<file path="src/dcp_pkg.sv">
package dcp_pkg;

  // ---------------------------------------------------------------
  // image sizes and layout
  // ---------------------------------------------------------------
  localparam int SHORT_BYTES     = 8;
  localparam int LONG_BYTES      = 12;
  localparam int FB_BYTES        = 8;
  localparam int SHORT_CH_STRIDE = 4;
  localparam int LONG_CH_STRIDE  = 6;
  localparam int FB_CH_STRIDE    = 4;

  // short layout offsets within a channel
  localparam int SHORT_SETPOINT_OFS = 0;
  localparam int SHORT_CTRL_OFS     = 2;
  localparam int SHORT_FACTOR_OFS   = 3;
  // long layout offsets within a channel
  localparam int LONG_SETPOINT_OFS  = 0;
  localparam int LONG_DELAY_OFS     = 2;
  localparam int LONG_CTRL_OFS      = 4;
  localparam int LONG_FACTOR_OFS    = 5;
  // feedback offsets within a channel
  localparam int FB_FLAGS_OFS       = 0;
  localparam int FB_SEQ_OFS         = 1;
  localparam int FB_CURRENT_OFS     = 2;

  // control bits
  localparam int CTRL_GATE_BIT   = 0;
  localparam int CTRL_DIRECT_BIT = 1;
  localparam int CTRL_LEVEL_BIT  = 2;
  localparam logic [7:0] CTRL_USED_MASK = 8'h07;

  // feedback flag bits
  localparam int FB_SUPPLY_BIT = 7;
  localparam int FB_SHORT_BIT  = 6;
  localparam int FB_PARAM_BIT  = 5;
  localparam int FB_PULSE_BIT  = 4;
  localparam int FB_ECHO_BIT   = 3;
  localparam int FB_INPUT_BIT  = 2;
  localparam int FB_OUTPUT_BIT = 1;
  localparam int FB_RUN_BIT    = 0;
  localparam logic [7:0] FB_SEQ_MASK = 8'h0F;

  // substitute feedback patterns
  localparam logic [31:0] SUBST_ONES  = 32'h07FF7FFF;
  localparam logic [31:0] SUBST_ZEROS = 32'h00000000;

  // factor scaling: effective = factor * 0.1 * configured
  localparam int FACTOR_DIV    = 10;
  localparam int RATIO_FULL    = 255;

  // time base: 1 unit = TICK_NS ns at 200 MHz
  localparam int CLK_PERIOD_NS = 5;
  localparam int TICK_NS       = 1000;
  localparam int TICK_CYCLES   = TICK_NS / CLK_PERIOD_NS;

  // host register map
  localparam logic [3:0] REG_CTRL    = 4'h0;
  localparam logic [3:0] REG_SETPT   = 4'h1;
  localparam logic [3:0] REG_DELAY   = 4'h2;
  localparam logic [3:0] REG_FACTOR  = 4'h3;
  localparam logic [3:0] REG_FLAGS   = 4'h4;
  localparam logic [3:0] REG_CURRENT = 4'h5;
  localparam logic [3:0] REG_STATUS  = 4'h6;
  localparam logic [3:0] REG_MASK    = 4'h7;
  localparam logic [3:0] REG_SEND    = 4'h8;

  typedef enum logic [2:0] {
    MODE_PULSE, MODE_PWM, MODE_TRAIN, MODE_DELAY, MODE_FREQ
  } dcp_mode_e;

endpackage

</file>
<file path="src/dcp_if.sv">
`timescale 1ns/10ps
interface dcp_if;
  logic        imageValid;
  logic        imageLong;
  logic [7:0]  ctrlImage [12];
  logic        fbValid;
  logic [7:0]  fbImage [8];

  modport host (output imageValid, output imageLong, output ctrlImage,
                input fbValid, input fbImage);
  modport unit (input imageValid, input imageLong, input ctrlImage,
                output fbValid, output fbImage);
endinterface

</file>
<file path="src/dcp_channel.sv">
`timescale 1ns/10ps
module dcp_channel (
  // clock and reset
  input  wire logic        ref_clk,
  input  wire logic        rst_n,
  // decoded controls
  input  wire logic [2:0]  mode,
  input  wire logic [15:0] setpoint,
  input  wire logic [31:0] onDelay,
  input  wire logic [31:0] period,
  input  wire logic [7:0]  ratio,
  input  wire logic        gate,
  input  wire logic        direct,
  input  wire logic        level,
  input  wire logic        gateInput,
  // outputs
  output logic             outLevel,
  output logic             running
);

  typedef enum logic [1:0] {ST_IDLE, ST_DELAY, ST_RUN} dcp_st_e;

  dcp_st_e     st_q, st_d;
  logic [31:0] cnt_q, cnt_d;
  logic [31:0] ph_q, ph_d;
  logic [15:0] pulses_q, pulses_d;
  logic        gate_q, out_q, out_d;
  logic [31:0] hiTime, perTime;

  // ---------------------------------------------------------------
  // sequencing
  // ---------------------------------------------------------------
  always_comb begin
    hiTime = 32'(setpoint) * 32'(dcp_pkg::TICK_CYCLES);
    perTime = (period == 32'h0) ? 32'h1 : period;
    st_d = st_q;
    cnt_d = cnt_q;
    ph_d = ph_q;
    pulses_d = pulses_q;
    out_d = 1'b0;
    if (!gate) begin
      st_d = ST_IDLE; // RULE16
    end else begin
      unique case (st_q)
        ST_IDLE: if (!gate_q) begin
          st_d = ST_DELAY; // RULE16 RULE13
          cnt_d = 32'h0;
        end
        ST_DELAY: begin
          cnt_d = cnt_q + 32'h1;
          if (cnt_q >= onDelay) begin
            st_d = ST_RUN; // RULE11 RULE14
            cnt_d = 32'h0;
            ph_d = 32'h0;
            pulses_d = 16'h0;
          end
        end
        ST_RUN: begin
          cnt_d = cnt_q + 32'h1;
          unique case (mode)
            3'(dcp_pkg::MODE_PULSE): begin
              out_d = cnt_q < hiTime; // RULE11
              if (cnt_q >= hiTime) st_d = ST_IDLE;
            end
            3'(dcp_pkg::MODE_PWM): begin
              ph_d = (ph_q + 32'h1 >= perTime) ? 32'h0 : ph_q + 32'h1;
              out_d = ph_q < (32'(setpoint) * perTime) >> 16; // RULE14
            end
            3'(dcp_pkg::MODE_TRAIN): begin
              ph_d = (ph_q + 32'h1 >= perTime) ? 32'h0 : ph_q + 32'h1;
              out_d = ph_q < (32'(ratio) * perTime) / 32'(dcp_pkg::RATIO_FULL); // RULE17
              if (ph_q + 32'h1 >= perTime) pulses_d = pulses_q + 16'h1;
              if (pulses_q >= setpoint) st_d = ST_IDLE;
            end
            3'(dcp_pkg::MODE_DELAY): out_d = gateInput;
            default: begin
              ph_d = (ph_q + 32'h1 >= perTime) ? 32'h0 : ph_q + 32'h1;
              out_d = ph_q < (perTime >> 1);
            end
          endcase
        end
        default: st_d = ST_IDLE;
      endcase
    end
    if (direct) out_d = level; // RULE18
  end

  always_ff @(posedge ref_clk or negedge rst_n) begin
    if (!rst_n) begin
      st_q <= ST_IDLE;
      cnt_q <= 32'h0;
      ph_q <= 32'h0;
      pulses_q <= 16'h0;
      gate_q <= 1'b0;
      out_q <= 1'b0;
    end else begin
      st_q <= st_d;
      cnt_q <= cnt_d;
      ph_q <= ph_d;
      pulses_q <= pulses_d;
      gate_q <= gate;
      out_q <= out_d;
    end
  end

  assign outLevel = out_q;
  assign running = (st_q != ST_IDLE);

endmodule

</file>
<file path="src/dcp_unit.sv">
// Design decision made here: the strobed register port.
`timescale 1ns/10ps
// Overview of operation
// RULE1: first channel word holds mode setpoint
// RULE2: short control byte: gate, direct, level
// RULE3: short byte three/seven is scaling factor
// RULE4: long second word: on-delay or period
// RULE5: long control byte: gate, direct, level
// RULE6: long factor byte: on-delay factor, ratio
// RULE7: feedback flags byte, fault to run
// RULE8: feedback sequence nibble, upper zero
// RULE9: feedback word returns measured current
// RULE10: substitute feedback when nothing valid
// RULE11: pulse mode drives duration after delay
// RULE12: on-delay scaled by factor times 0.1
// RULE13: on-delay counted from sequence start
// RULE14: pwm output follows value after delay
// RULE15: period scaled by factor times 0.1
// RULE16: gate rising starts, clearing stops
// RULE17: train pulse width ratio/255 times period
// RULE18: direct select forces output level
// RULE19: reserved control bits ignored
module dcp_unit #(
  parameter int CHANNELS = 2,
  parameter logic [31:0] CFG_DELAY [2] = '{32'd100, 32'd100},
  parameter logic [31:0] CFG_PERIOD [2] = '{32'd1000, 32'd1000},
  parameter logic [2:0]  CFG_MODE [2] = '{3'd1, 3'd1},
  parameter bit SUBST_ALL_ONES = 1'b0
) (
  // clock and reset
  input  wire logic        ref_clk,
  input  wire logic        rst_n,
  // image link
  dcp_if.unit              link,
  // field side
  input  wire logic [1:0]  gateInput,
  input  wire logic [1:0]  supplyFault,
  input  wire logic [1:0]  shortFault,
  input  wire logic [31:0] measuredCurrent,
  input  wire logic        feedbackOk,
  output logic [1:0]       outputLevel
);

  logic [7:0]  img_q [12];
  logic [7:0]  img_d [12];
  logic        long_q;
  logic        long_d;
  logic        have_q;
  logic        have_d;
  logic [3:0]  seq_q [2];
  logic [3:0]  seq_d [2];
  logic [7:0]  fb_q [8];
  logic [7:0]  fb_d [8];
  logic        fbv_q;
  logic [1:0]  outs;
  logic [1:0]  runs;
  logic [2:0]  modeC [2];
  logic [15:0] setC [2];
  logic [31:0] delC [2];
  logic [31:0] perC [2];
  logic [31:0] delLatch_q [2];
  logic [31:0] delLatch_d [2];
  logic [7:0]  ctrlC [2];
  logic [7:0]  ratC [2];

  // substitute pattern fixed per build
  localparam logic [31:0] SUBST = SUBST_ALL_ONES ? dcp_pkg::SUBST_ONES
                                                 : dcp_pkg::SUBST_ZEROS;

  // ---------------------------------------------------------------
  // helpers
  // ---------------------------------------------------------------

  function automatic logic [31:0] scale(input logic [7:0] f, input logic [31:0] base);
    scale = 32'((64'(f) * 64'(base) * 64'(dcp_pkg::TICK_CYCLES))
                / 64'(dcp_pkg::FACTOR_DIV)); // RULE12 RULE15
  endfunction

  function automatic logic [15:0] word(input int ofs);
    word = {img_q[ofs + 1], img_q[ofs]};
  endfunction

  // parameter and pulse faults stay clear
  function automatic logic [7:0] fbFlags(input int c);
    fbFlags = 8'h00;
    fbFlags[dcp_pkg::FB_SUPPLY_BIT] = supplyFault[c]; // RULE7
    fbFlags[dcp_pkg::FB_SHORT_BIT]  = shortFault[c];
    fbFlags[dcp_pkg::FB_PARAM_BIT]  = 1'b0;
    fbFlags[dcp_pkg::FB_PULSE_BIT]  = 1'b0;
    fbFlags[dcp_pkg::FB_ECHO_BIT]   = ctrlC[c][dcp_pkg::CTRL_GATE_BIT];
    fbFlags[dcp_pkg::FB_INPUT_BIT]  = gateInput[c];
    fbFlags[dcp_pkg::FB_OUTPUT_BIT] = outs[c];
    fbFlags[dcp_pkg::FB_RUN_BIT]    = runs[c];
  endfunction

  // ---------------------------------------------------------------
  // control image decode
  // ---------------------------------------------------------------
  always_comb begin
    for (int c = 0; c < 2; c++) begin
      modeC[c] = CFG_MODE[c];
      ratC[c] = 8'h0;
      if (long_q) begin
        setC[c] = word(c * dcp_pkg::LONG_CH_STRIDE + dcp_pkg::LONG_SETPOINT_OFS); // RULE1
        ctrlC[c] = img_q[c * dcp_pkg::LONG_CH_STRIDE + dcp_pkg::LONG_CTRL_OFS]; // RULE5
        delC[c] = 32'(word(c * dcp_pkg::LONG_CH_STRIDE + dcp_pkg::LONG_DELAY_OFS))
                  * 32'(dcp_pkg::TICK_CYCLES); // RULE4
        perC[c] = delC[c];
        if (modeC[c] == 3'(dcp_pkg::MODE_PWM))
          delC[c] = scale(img_q[c * dcp_pkg::LONG_CH_STRIDE + dcp_pkg::LONG_FACTOR_OFS],
                          CFG_DELAY[c]); // RULE6
        else if (modeC[c] != 3'(dcp_pkg::MODE_TRAIN))
          perC[c] = CFG_PERIOD[c] * 32'(dcp_pkg::TICK_CYCLES);
        ratC[c] = img_q[c * dcp_pkg::LONG_CH_STRIDE + dcp_pkg::LONG_FACTOR_OFS]; // RULE6
      end else begin
        setC[c] = word(c * dcp_pkg::SHORT_CH_STRIDE + dcp_pkg::SHORT_SETPOINT_OFS); // RULE1
        ctrlC[c] = img_q[c * dcp_pkg::SHORT_CH_STRIDE + dcp_pkg::SHORT_CTRL_OFS]; // RULE2
        delC[c] = scale(img_q[c * dcp_pkg::SHORT_CH_STRIDE + dcp_pkg::SHORT_FACTOR_OFS],
                        CFG_DELAY[c]); // RULE3
        perC[c] = scale(img_q[c * dcp_pkg::SHORT_CH_STRIDE + dcp_pkg::SHORT_FACTOR_OFS],
                        CFG_PERIOD[c]); // RULE3
        if (modeC[c] == 3'(dcp_pkg::MODE_PWM) || modeC[c] == 3'(dcp_pkg::MODE_TRAIN))
          delC[c] = CFG_DELAY[c] * 32'(dcp_pkg::TICK_CYCLES);
        else
          perC[c] = CFG_PERIOD[c] * 32'(dcp_pkg::TICK_CYCLES);
        ratC[c] = 8'(dcp_pkg::RATIO_FULL / 2);
      end
      ctrlC[c] = ctrlC[c] & dcp_pkg::CTRL_USED_MASK; // RULE19
      // on-delay only latched while idle
      delLatch_d[c] = runs[c] ? delLatch_q[c] : delC[c]; // RULE12
    end
  end

  // ---------------------------------------------------------------
  // channels
  // ---------------------------------------------------------------
  for (genvar g = 0; g < 2; g++) begin : gCh
    dcp_channel uCh (
      .ref_clk   (ref_clk),
      .rst_n     (rst_n),
      .mode      (modeC[g]),
      .setpoint  (setC[g]),
      .onDelay   (delLatch_d[g]),
      .period    (perC[g]),
      .ratio     (ratC[g]),
      .gate      (ctrlC[g][dcp_pkg::CTRL_GATE_BIT]),
      .direct    (ctrlC[g][dcp_pkg::CTRL_DIRECT_BIT]),
      .level     (ctrlC[g][dcp_pkg::CTRL_LEVEL_BIT]),
      .gateInput (gateInput[g]),
      .outLevel  (outs[g]),
      .running   (runs[g])
    );
  end

  // ---------------------------------------------------------------
  // image capture and feedback
  // ---------------------------------------------------------------
  always_comb begin
    img_d = img_q;
    long_d = long_q;
    have_d = have_q | link.imageValid;
    seq_d = seq_q;
    if (link.imageValid) begin
      img_d = link.ctrlImage;
      long_d = link.imageLong;
      for (int c = 0; c < 2; c++) seq_d[c] = seq_q[c] + 4'h1;
    end
    for (int c = 0; c < 2; c++) begin
      fb_d[c * dcp_pkg::FB_CH_STRIDE + dcp_pkg::FB_FLAGS_OFS] = fbFlags(c); // RULE7
      fb_d[c * dcp_pkg::FB_CH_STRIDE + dcp_pkg::FB_SEQ_OFS] =
        {4'h0, seq_q[c]} & dcp_pkg::FB_SEQ_MASK; // RULE8
      fb_d[c * dcp_pkg::FB_CH_STRIDE + dcp_pkg::FB_CURRENT_OFS] =
        measuredCurrent[c * 16 +: 8]; // RULE9
      fb_d[c * dcp_pkg::FB_CH_STRIDE + dcp_pkg::FB_CURRENT_OFS + 1] =
        measuredCurrent[c * 16 + 8 +: 8]; // RULE9
    end
    if (!feedbackOk || !have_q) begin
      for (int b = 0; b < 4; b++) begin
        fb_d[b] = SUBST[b * 8 +: 8]; // RULE10
        fb_d[b + 4] = fb_d[b];
      end
    end
  end

  always_ff @(posedge ref_clk or negedge rst_n) begin
    if (!rst_n) begin
      img_q <= '{default: 8'h00};
      fb_q <= '{default: 8'h00};
      seq_q <= '{default: 4'h0};
      delLatch_q <= '{default: 32'h0};
      long_q <= 1'b0;
      have_q <= 1'b0;
      fbv_q <= 1'b0;
      outputLevel <= 2'b00;
    end else begin
      img_q <= img_d;
      fb_q <= fb_d;
      seq_q <= seq_d;
      delLatch_q <= delLatch_d;
      long_q <= long_d;
      have_q <= have_d;
      fbv_q <= have_q & feedbackOk;
      outputLevel <= outs;
    end
  end

  assign link.fbImage = fb_q;
  assign link.fbValid = fbv_q;

endmodule

</file>
<file path="src/flat_wrapper.sv">
// flat-port wrapper written by rule: the top's interface ports become plain ports
module dcp_unit_flat 
#(
  parameter int CHANNELS = 2,
  parameter logic [31:0] CFG_DELAY [2] = '{32'd100, 32'd100},
  parameter logic [31:0] CFG_PERIOD [2] = '{32'd1000, 32'd1000},
  parameter logic [2:0]  CFG_MODE [2] = '{3'd1, 3'd1},
  parameter bit SUBST_ALL_ONES = 1'b0
)
  (ref_clk, rst_n, gateInput, supplyFault, shortFault, measuredCurrent, feedbackOk, outputLevel, link_imageValid, link_imageLong, link_ctrlImage, link_fbValid, link_fbImage);
  dcp_if link_i ();
  input  wire logic ref_clk;
  input  wire logic rst_n;
  input  wire logic [1:0] gateInput;
  input  wire logic [1:0] supplyFault;
  input  wire logic [1:0] shortFault;
  input  wire logic [31:0] measuredCurrent;
  input  wire logic feedbackOk;
  output logic [1:0] outputLevel;
  input wire logic [$bits(link_i.imageValid)-1:0] link_imageValid;
  input wire logic [$bits(link_i.imageLong)-1:0] link_imageLong;
  input wire logic [$bits(link_i.ctrlImage)-1:0] link_ctrlImage;
  output wire logic [$bits(link_i.fbValid)-1:0] link_fbValid;
  output wire logic [$bits(link_i.fbImage)-1:0] link_fbImage;
  assign link_i.imageValid = link_imageValid;
  assign link_i.imageLong = link_imageLong;
  assign link_i.ctrlImage = {>>{link_ctrlImage}};
  assign link_fbValid = link_i.fbValid;
  assign link_fbImage = {>>{link_i.fbImage}};
  dcp_unit #(.CHANNELS(CHANNELS), .CFG_DELAY(CFG_DELAY), .CFG_PERIOD(CFG_PERIOD), .CFG_MODE(CFG_MODE), .SUBST_ALL_ONES(SUBST_ALL_ONES)) u_core (.ref_clk(ref_clk), .rst_n(rst_n), .link(link_i), .gateInput(gateInput), .supplyFault(supplyFault), .shortFault(shortFault), .measuredCurrent(measuredCurrent), .feedbackOk(feedbackOk), .outputLevel(outputLevel));
endmodule
</file>
<file path="config.mk">
export PLATFORM = sky130hd
export DESIGN_NAME = dcp_unit_flat
export DESIGN_NICKNAME = d
export VERILOG_FILES = /design/src/dcp_pkg.sv /design/src/dcp_if.sv /design/src/dcp_channel.sv /design/src/dcp_unit.sv /design/src/flat_wrapper.sv
export SDC_FILE = /design/constraint.sdc
export NUM_CORES = 2
export LEC_CHECK = 0
export BUFFER_PORTS_ARGS = -buffer_cell sky130_fd_sc_hd__buf_4
export CELL_PAD_IN_SITES_DETAIL_PLACEMENT = 2
export CELL_PAD_IN_SITES_GLOBAL_PLACEMENT = 2
export CORE_MARGIN = 2
export CORE_UTILIZATION = 36
export CTS_CLUSTER_SIZE = 12
export DETAILED_ROUTE_END_ITERATION = 8
export MAX_ROUTING_LAYER = met4
export PLACE_DENSITY_LB_ADDON = 0.15
export SYNTH_ARGS = -nofsm -noshare
export SYNTH_HDL_FRONTEND = slang
export SYNTH_SLANG_ARGS = --single-unit
</file>
<file path="constraint.sdc">
create_clock -name ref_clk -period 39.2 [get_ports ref_clk]
set_input_delay 1.96 -clock ref_clk [delete_from_list [all_inputs] [get_ports ref_clk]]
set_output_delay 1.96 -clock ref_clk [all_outputs]
set_load 0.1 [all_outputs]
</file>
# Yosys cells after proc, flatten, opt, wreduce, memory -nomap -nowiden
# Cells that the tools add are included.
# op_classes
add_sub_neg	6
mul	12
div	4
magnitude_cmp	6
n_eq_ne	14
shift	0
mux	38
bitwise	2
n_reduce_logical	19
# ops
op	count
$mux 32	16
$pmux 32 s3	2
$add 32x1->32 const B	4
$div 23x4->64 const B	2
$div 26x4->64 const B	2
$ge 32x32->1	4
$pmux 32 s2	2
$logic_not 32->1	2
$lt 32x16->1	2
$mul 16x32->32	2
$mux 64	1
$mul 16x5->21 const B	2
$mul 15x5->20 const B	2
$mul 13x5->18 const B	2
$mul 8x7->15 const B	2
$mul 8x5->13 const B	2
$reduce_and 3->1	6
$mux 16	1
$mux 2	6
$ne 2x2->1 const B	6
$ne 3x3->1 const B	4
$pmux 2 s3	2
$add 4x1->4 const B	2
$reduce_bool 2->1	4
other kinds (10)	21
# totals
ff_bits	368
latchBits	0
mem_bits_rw	0
mem_bits_ro	0
in_bits	139
memories	0

# Logic depth before layout (Yosys ltp)
# logic_depth
depth_word	11
mapped_depth	173
mapped_depth_nobuf	150

# By module
# Synthesis repeated with hierarchy kept, for this count alone.
# hier_totals
hier_cells	18392
hier_area_um2	140617.4
# modules_own_cells
module	instances	cells_per_inst	area_each_um2	seq_area_each_um2
dcp_unit	1	9761	71686.3	5505.3
dcp_channel at u_core.gCh[0].uCh	1	4338	34528.1	2102.0
dcp_channel at u_core.gCh[1].uCh	1	4293	34403.0	2102.0

# Least setup slack after synthesis
# Ideal clock, no wire load.
# synth_timing
path_kind	register to register
start	reg u_core.img_q[65] (netlist name)
end	reg u_core.gCh[0].uCh.out_q
setup_time_ns	0.076
arrival_ns	36.886
required_ns	39.124
path_slack_ns	2.238
stages_incl_launch_ff	154
path_buffers	15
cell_sequence	dfrtp_1 clkbuf_1 inv_1 fa_1 fa_1 fa_1 fa_1 inv_1 ha_1 a21oi_1 o21bai_1 a21oi_1 o21bai_1 a21oi_1 xnor2_1 inv_1 ha_1 ha_1 (+118 left out) a21o_1 a21o_1 a21oi_1 nor2_1 a211oi_1 nand2_1 o41ai_1 a21boi_1 o21ai_1 nand2b_1 a21oi_1 xor2_1 ha_1 a21oi_1 nor2b_1 o21ai_0 o2111ai_1 o21ai_1
# synth_via
elab_chain_cells	11
# synth_lines
element	line_no	text
from (decl)	dcp_unit.sv:44	logic [7:0] img_q [12];
from (signal assigned)	dcp_unit.sv:196	img_q <= img_d;
$mul 8x7->15	dcp_unit.sv:75	scale = 32'((64'(f) * 64'(base) * 64'(dcp_pkg::TICK_CYCLES))
$mul 15x5->20	dcp_unit.sv:75	
$div 26x4->64	dcp_unit.sv:76	/ 64'(dcp_pkg::FACTOR_DIV));
$mux 32 *	dcp_unit.sv:103	if (long_q) begin
$logic_not 32->1	dcp_channel.sv:35	perTime = (period == 32'h0) ? 32'h1 : period;
$mux 32 *	dcp_channel.sv:35	
$mul 16x32->32 *	dcp_channel.sv:67	out_d = ph_q < (32'(setpoint) * perTime) >> 16;
$lt 32x16->1 *	dcp_channel.sv:67	
$mux 1 *	dcp_channel.sv:44	unique case (st_q)
$mux 1 *	dcp_channel.sv:41	if (!gate) begin
$mux 1 *	dcp_channel.sv:85	if (direct) out_d = level;
via u_core.gCh[0].uCh.out_d	dcp_channel.sv:27	logic gate_q, out_q, out_d;
to (signal assigned)	dcp_channel.sv:102	out_q <= out_d;
to (decl)	dcp_channel.sv:27	
# Mark *: on every way through the listed nets, which the timed path passes. The rest lies on a longest branch.
# A chain may end at the register's enable or synchronous reset.

# Final worst setup path
# Ends and elaborated chain as after synthesis.

==> parameters.txt <==
Parameter                              Value

Synthesis
  Synth top area share ... 0.1379
  Main combinational cell family by area after synthesis ... simple AND/OR/NAND/NOR gates
  Number of enable flip-flop cells after synthesis ... 0
  Yosys warning count ... 0
  Cell taking the most area after synthesis ... fa_1
  Synthesized-area fraction occupied by xor and xnor cells ... 0.08905
  Adder and majority cell fraction of the synthesized area ... 0.2370
  Proportion of synthesized flip-flops having asynchronous set or reset ... 1.000
  Number of different library cells in the post-synthesis netlist ... 159
  Compound-gate portion of the synthesized area ... 0.2281
  Fraction of the mapped netlist area in simple logic gates ... 0.2602
  Number of flip-flops and latches in the synthesized netlist ... 356
  Gate Count Post-Synth ... 12.89k
  Combined area of all synthesized cells ... 96,390 um2
  Mean instance size in the synthesized netlist ... ~7.5 um2
  Cell types with the largest area share after synthesis ... fa_1 14%, ha_1 9.8%, dfrtp_1 9.2%, xnor2_1 6.3%, nand2_1 5.5%
  Seq/Total Area, Yosys ... 0.09242
  Most used flip-flop cell after synthesis ... dfrtp_1
  Mux cell area share after synthesis ... 0.02144

Worst setup path
  Worst path required time ... 39,870 ps
  Crit path capture ... u_core.gCh[0].uCh.outLevel$_DFF_PN0_
  Highest cell delay on the worst timing path ... 610 ps
  Most used cell along the critical path ... buf_4
  Cell count of the worst reg-to-reg path ... approximately 150
  Crit path max fanout ... 10
  Launching element of the worst setup path ... u_core.img_q[65]$_DFFE_PN0P_
  Setup Crit Path Kind ... reg2reg
  Setup crit end kind ... flop
  Slowest stage cell on the critical path ... or4_1
  FF-to-FF End ... u_core.gCh[0].uCh.outLevel$_DFF_PN0_
  Reg2reg start ... u_core.img_q[65]$_DFFE_PN0P_
  Register-to-register setup slack ... 1130 ps
  Startpoint type of the worst setup path ... flop
  Arrival time reported for the critical path endpoint ... 38,740 ps

STA
  Max transition margin ... 0.1405
  Slew at the pin with the worst max-slew slack ... 1280 ps
  Number of endpoints with negative hold slack in the final report ... 0
  Number of max-slew violations in the final report ... 0
  Tcrit/Tclk final ... 0.9711
  Clk_skew ... between 60 and 70 ps
  Highest attainable clock frequency ... 26.27 MHz
  Crit path time final ... 38,070 ps
  Final-report setup violation count ... 0

Global route
  Total gr overflow ... 0
  Initial antenna violation count ... 20
  Via count of the first global-routing pass ... 113.7k
  Overall global routing resource usage ... 0.3157
  Maximum number of pins on one net before global-route repair ... about 150
  Global-route wire length before repair ... 668,600 um

Route
  First DRT Iteration DRCs ... 5,199
  ANT nets after route ... 0
  Via count ... 103.3k
  Residual DRC count ... 0
  Number of optimization iterations in the first detailed-route pass ... 5
  Aggregate routed wire length ... 433,200 um
  Average via count per standard cell ... about 6.0
  Mean routed wirelength per cell ... 25.08 um

Placement
  Dpl cell area ... 106,600 um2
  Routability congestion estimate ... 0.9539
  Number of I/O port buffers ... 188
  Post-DP HPWL ... 350,200 um

Final layout
  Layout cells sized above 1 ... 0.1684
  Design area ... 113,300 um2
  Sequential cell area ... between 8000 and 9000 um2
  Footprint of the multi-input gates ... ~84,000 um2
  Most common cell after layout, fill and taps aside ... nand2_1
  Number of fill cells in the layout ... just over 30k
  Commonest non-fill, non-tap cells in the layout ... 1,391 x nand2_1, 1,234 x inv_1, 1,172 x buf_4, 1,162 x nor2_1, 745 x ha_1
  Signed area change from the synthesized netlist to the final layout ... 17.52%
  Number of nets in the finished design ... 15.24k

Die
  I/O pin total ... 206
  Vertical die dimension ... 521.5 um
  Die ar. ... 271,900 um2
  Die W ... 521.5 um
  Initial core utilization ... 0.3626
  Placement Rows ... 189
  Std-Cell Core Area ... 265,800 um2

Clock tree
  Cell at the root of the clock tree ... clkbuf_16
  TritonCTS clock tree ... done
  Post-CTS Hold Buffers ... 0
  Number of buffers inserted during clock tree synthesis ... 52
  Clock transition time at the flip-flop clock pins of the worst setup and hold paths ... 60 ps
  Clk Latency, worst-skew pair ... 760 ps
  Number of buffers on the longest clock path ... 3
  CTS H-tree depth ... 2
  Clock tree sinks ... between 300 and 400

Hold path
  Hold Path Depth ... 2
  Worst hold path type ... reg2reg
  Startpoint of the worst hold path ... u_core.delLatch_q[27]$_DFF_PN0_

Flow run
  Max-capacitance violation count ... 0

Status
  Outcome ... complete, no violations
## sequential cells by signal (all words and copies together) (netlist names), 2 cells and up
signal and flops:
u_core.gCh.uCh.ph_q 64, u_core.gCh.uCh.outLevel 2, u_core.gCh.uCh.gate_q 2, u_core.gCh.uCh.cnt_q 64, u_core.link.fbImage 52, u_core.seq_q 8
u_core.gCh.uCh.st_q 4, u_core.delLatch_q 64, u_core.img_q 91, u_core.outputLevel 2
## cell type report
| cell class | instances | share of cell area |
|---|---|---|
| Multi-Input combinational cell | 10820 | 0.7445 |
| Clock inverter | 20 | 0.001756 |
| Sequential cell | 356 | 0.07875 |
| Timing Repair Buffer | 1199 | 0.08079 |
| Clock buffer | 72 | 0.01294 |
| Inverter | 1262 | 0.04186 |
| Tap cell | 3533 | 0.03902 |
| Antenna cell | 15 | 0.0003314 |
## through the flow
step	setup slack, ps	setup TNS (ps)	hold WS (ps)	util	cells
4_1_cts	-2.451	-2.451	472.1	0.4111	17120
5_1_grt	-599.7	-1117	492.8	0.4262	17270
2_1_floorplan	2238	0	347.2	-	12900
3_5_place_dp	-2540	-4307	458.4	0.4009	17000
3_3_place_gp	-1406	-1846	442.8	0.4009	17000
6_report	1133	0	469.8	0.4262	17270
## metal layers
metal	track usage	part of all wire	vias up
li1	-	-	47370
met1	0.3890	0.44	53570
met2	0.5534	0.50	1769
met3	0.02174	0.030	564
met4	0.08861	0.030	0
met5	-	0	-
## worst max-delay path, delay by kind of cell (launching register included)
| family | cells | cell delay (ps) |
|---|---|---|
| buf+inv | 30 | 4490 |
| simple gates | 35 | 9820 |
| flops | 1 | 460 |
| fa+ha+maj | 18 | 7580 |
| mux | 5 | 1630 |
| compound gates | 59 | 12970 |
| xor+xnor | 5 | 920 |
## how the worst min path moves through the flow
| stage | slack (ps) | end |
|---|---|---|
| floorplan | 350 | u_core.outputLevel[0]$_DFF_PN0_ |
| global placement | 440 | u_core.delLatch_q[30]$_DFF_PN0_ |
| detailed placement | 460 | u_core.delLatch_q[53]$_DFF_PN0_ |
| CTS | 470 | u_core.delLatch_q[53]$_DFF_PN0_ |
| global route | 490 | u_core.delLatch_q[30]$_DFF_PN0_ |
| finish | 470 | u_core.delLatch_q[27]$_DFF_PN0_ |
## synthesized netlist by cell type (all sizes together) (50+ instances only)
cell and n:
dfrtp 356, a21boi 81, or3 129, fa 664, nor2 1196, buf 167, and2 143, xor2 275
nand4 191, or2 110, a31oi 178, o21bai 98, nor4 178, o22ai 73, a2111oi 60, a21oi 709
o21a 83, o31ai 95, nor3 385, nand3 443, clkbuf 301, nor2b 95, a21o 152, and4 50
ha 754, o2111ai 62, nand2 1412, o211ai 121, and3 225, o21ai 689, or4 69, mux2 85
nand2b 174, a211oi 153, mux2i 106, xnor2 693, inv 1249
## what timing repair did
action,CTS,global route
resized for setup,177,611
setup buffers,28,141
gates cloned,0,1
pin swaps,20,140
setup endpoints to repair,36,134
## logic make-up (layout without fill, tap and decap cells)
logic type | Yosys count | count (layout)
xor gates and xnor gates | 969 | 969
and+or+nand+nor | 5017 | 5017
AOI/OAI and AO/OA | 3196 | 3197
adders and majority gates | 1430 | 1430
muxes | 191 | 191
buffers and inverters | 1733 | 2553
other | 1 | 27
DFF | 356 | 356
Power is not shown: default switching activity piles up to over one toggle a cycle in this logic, so the estimate is an artifact.
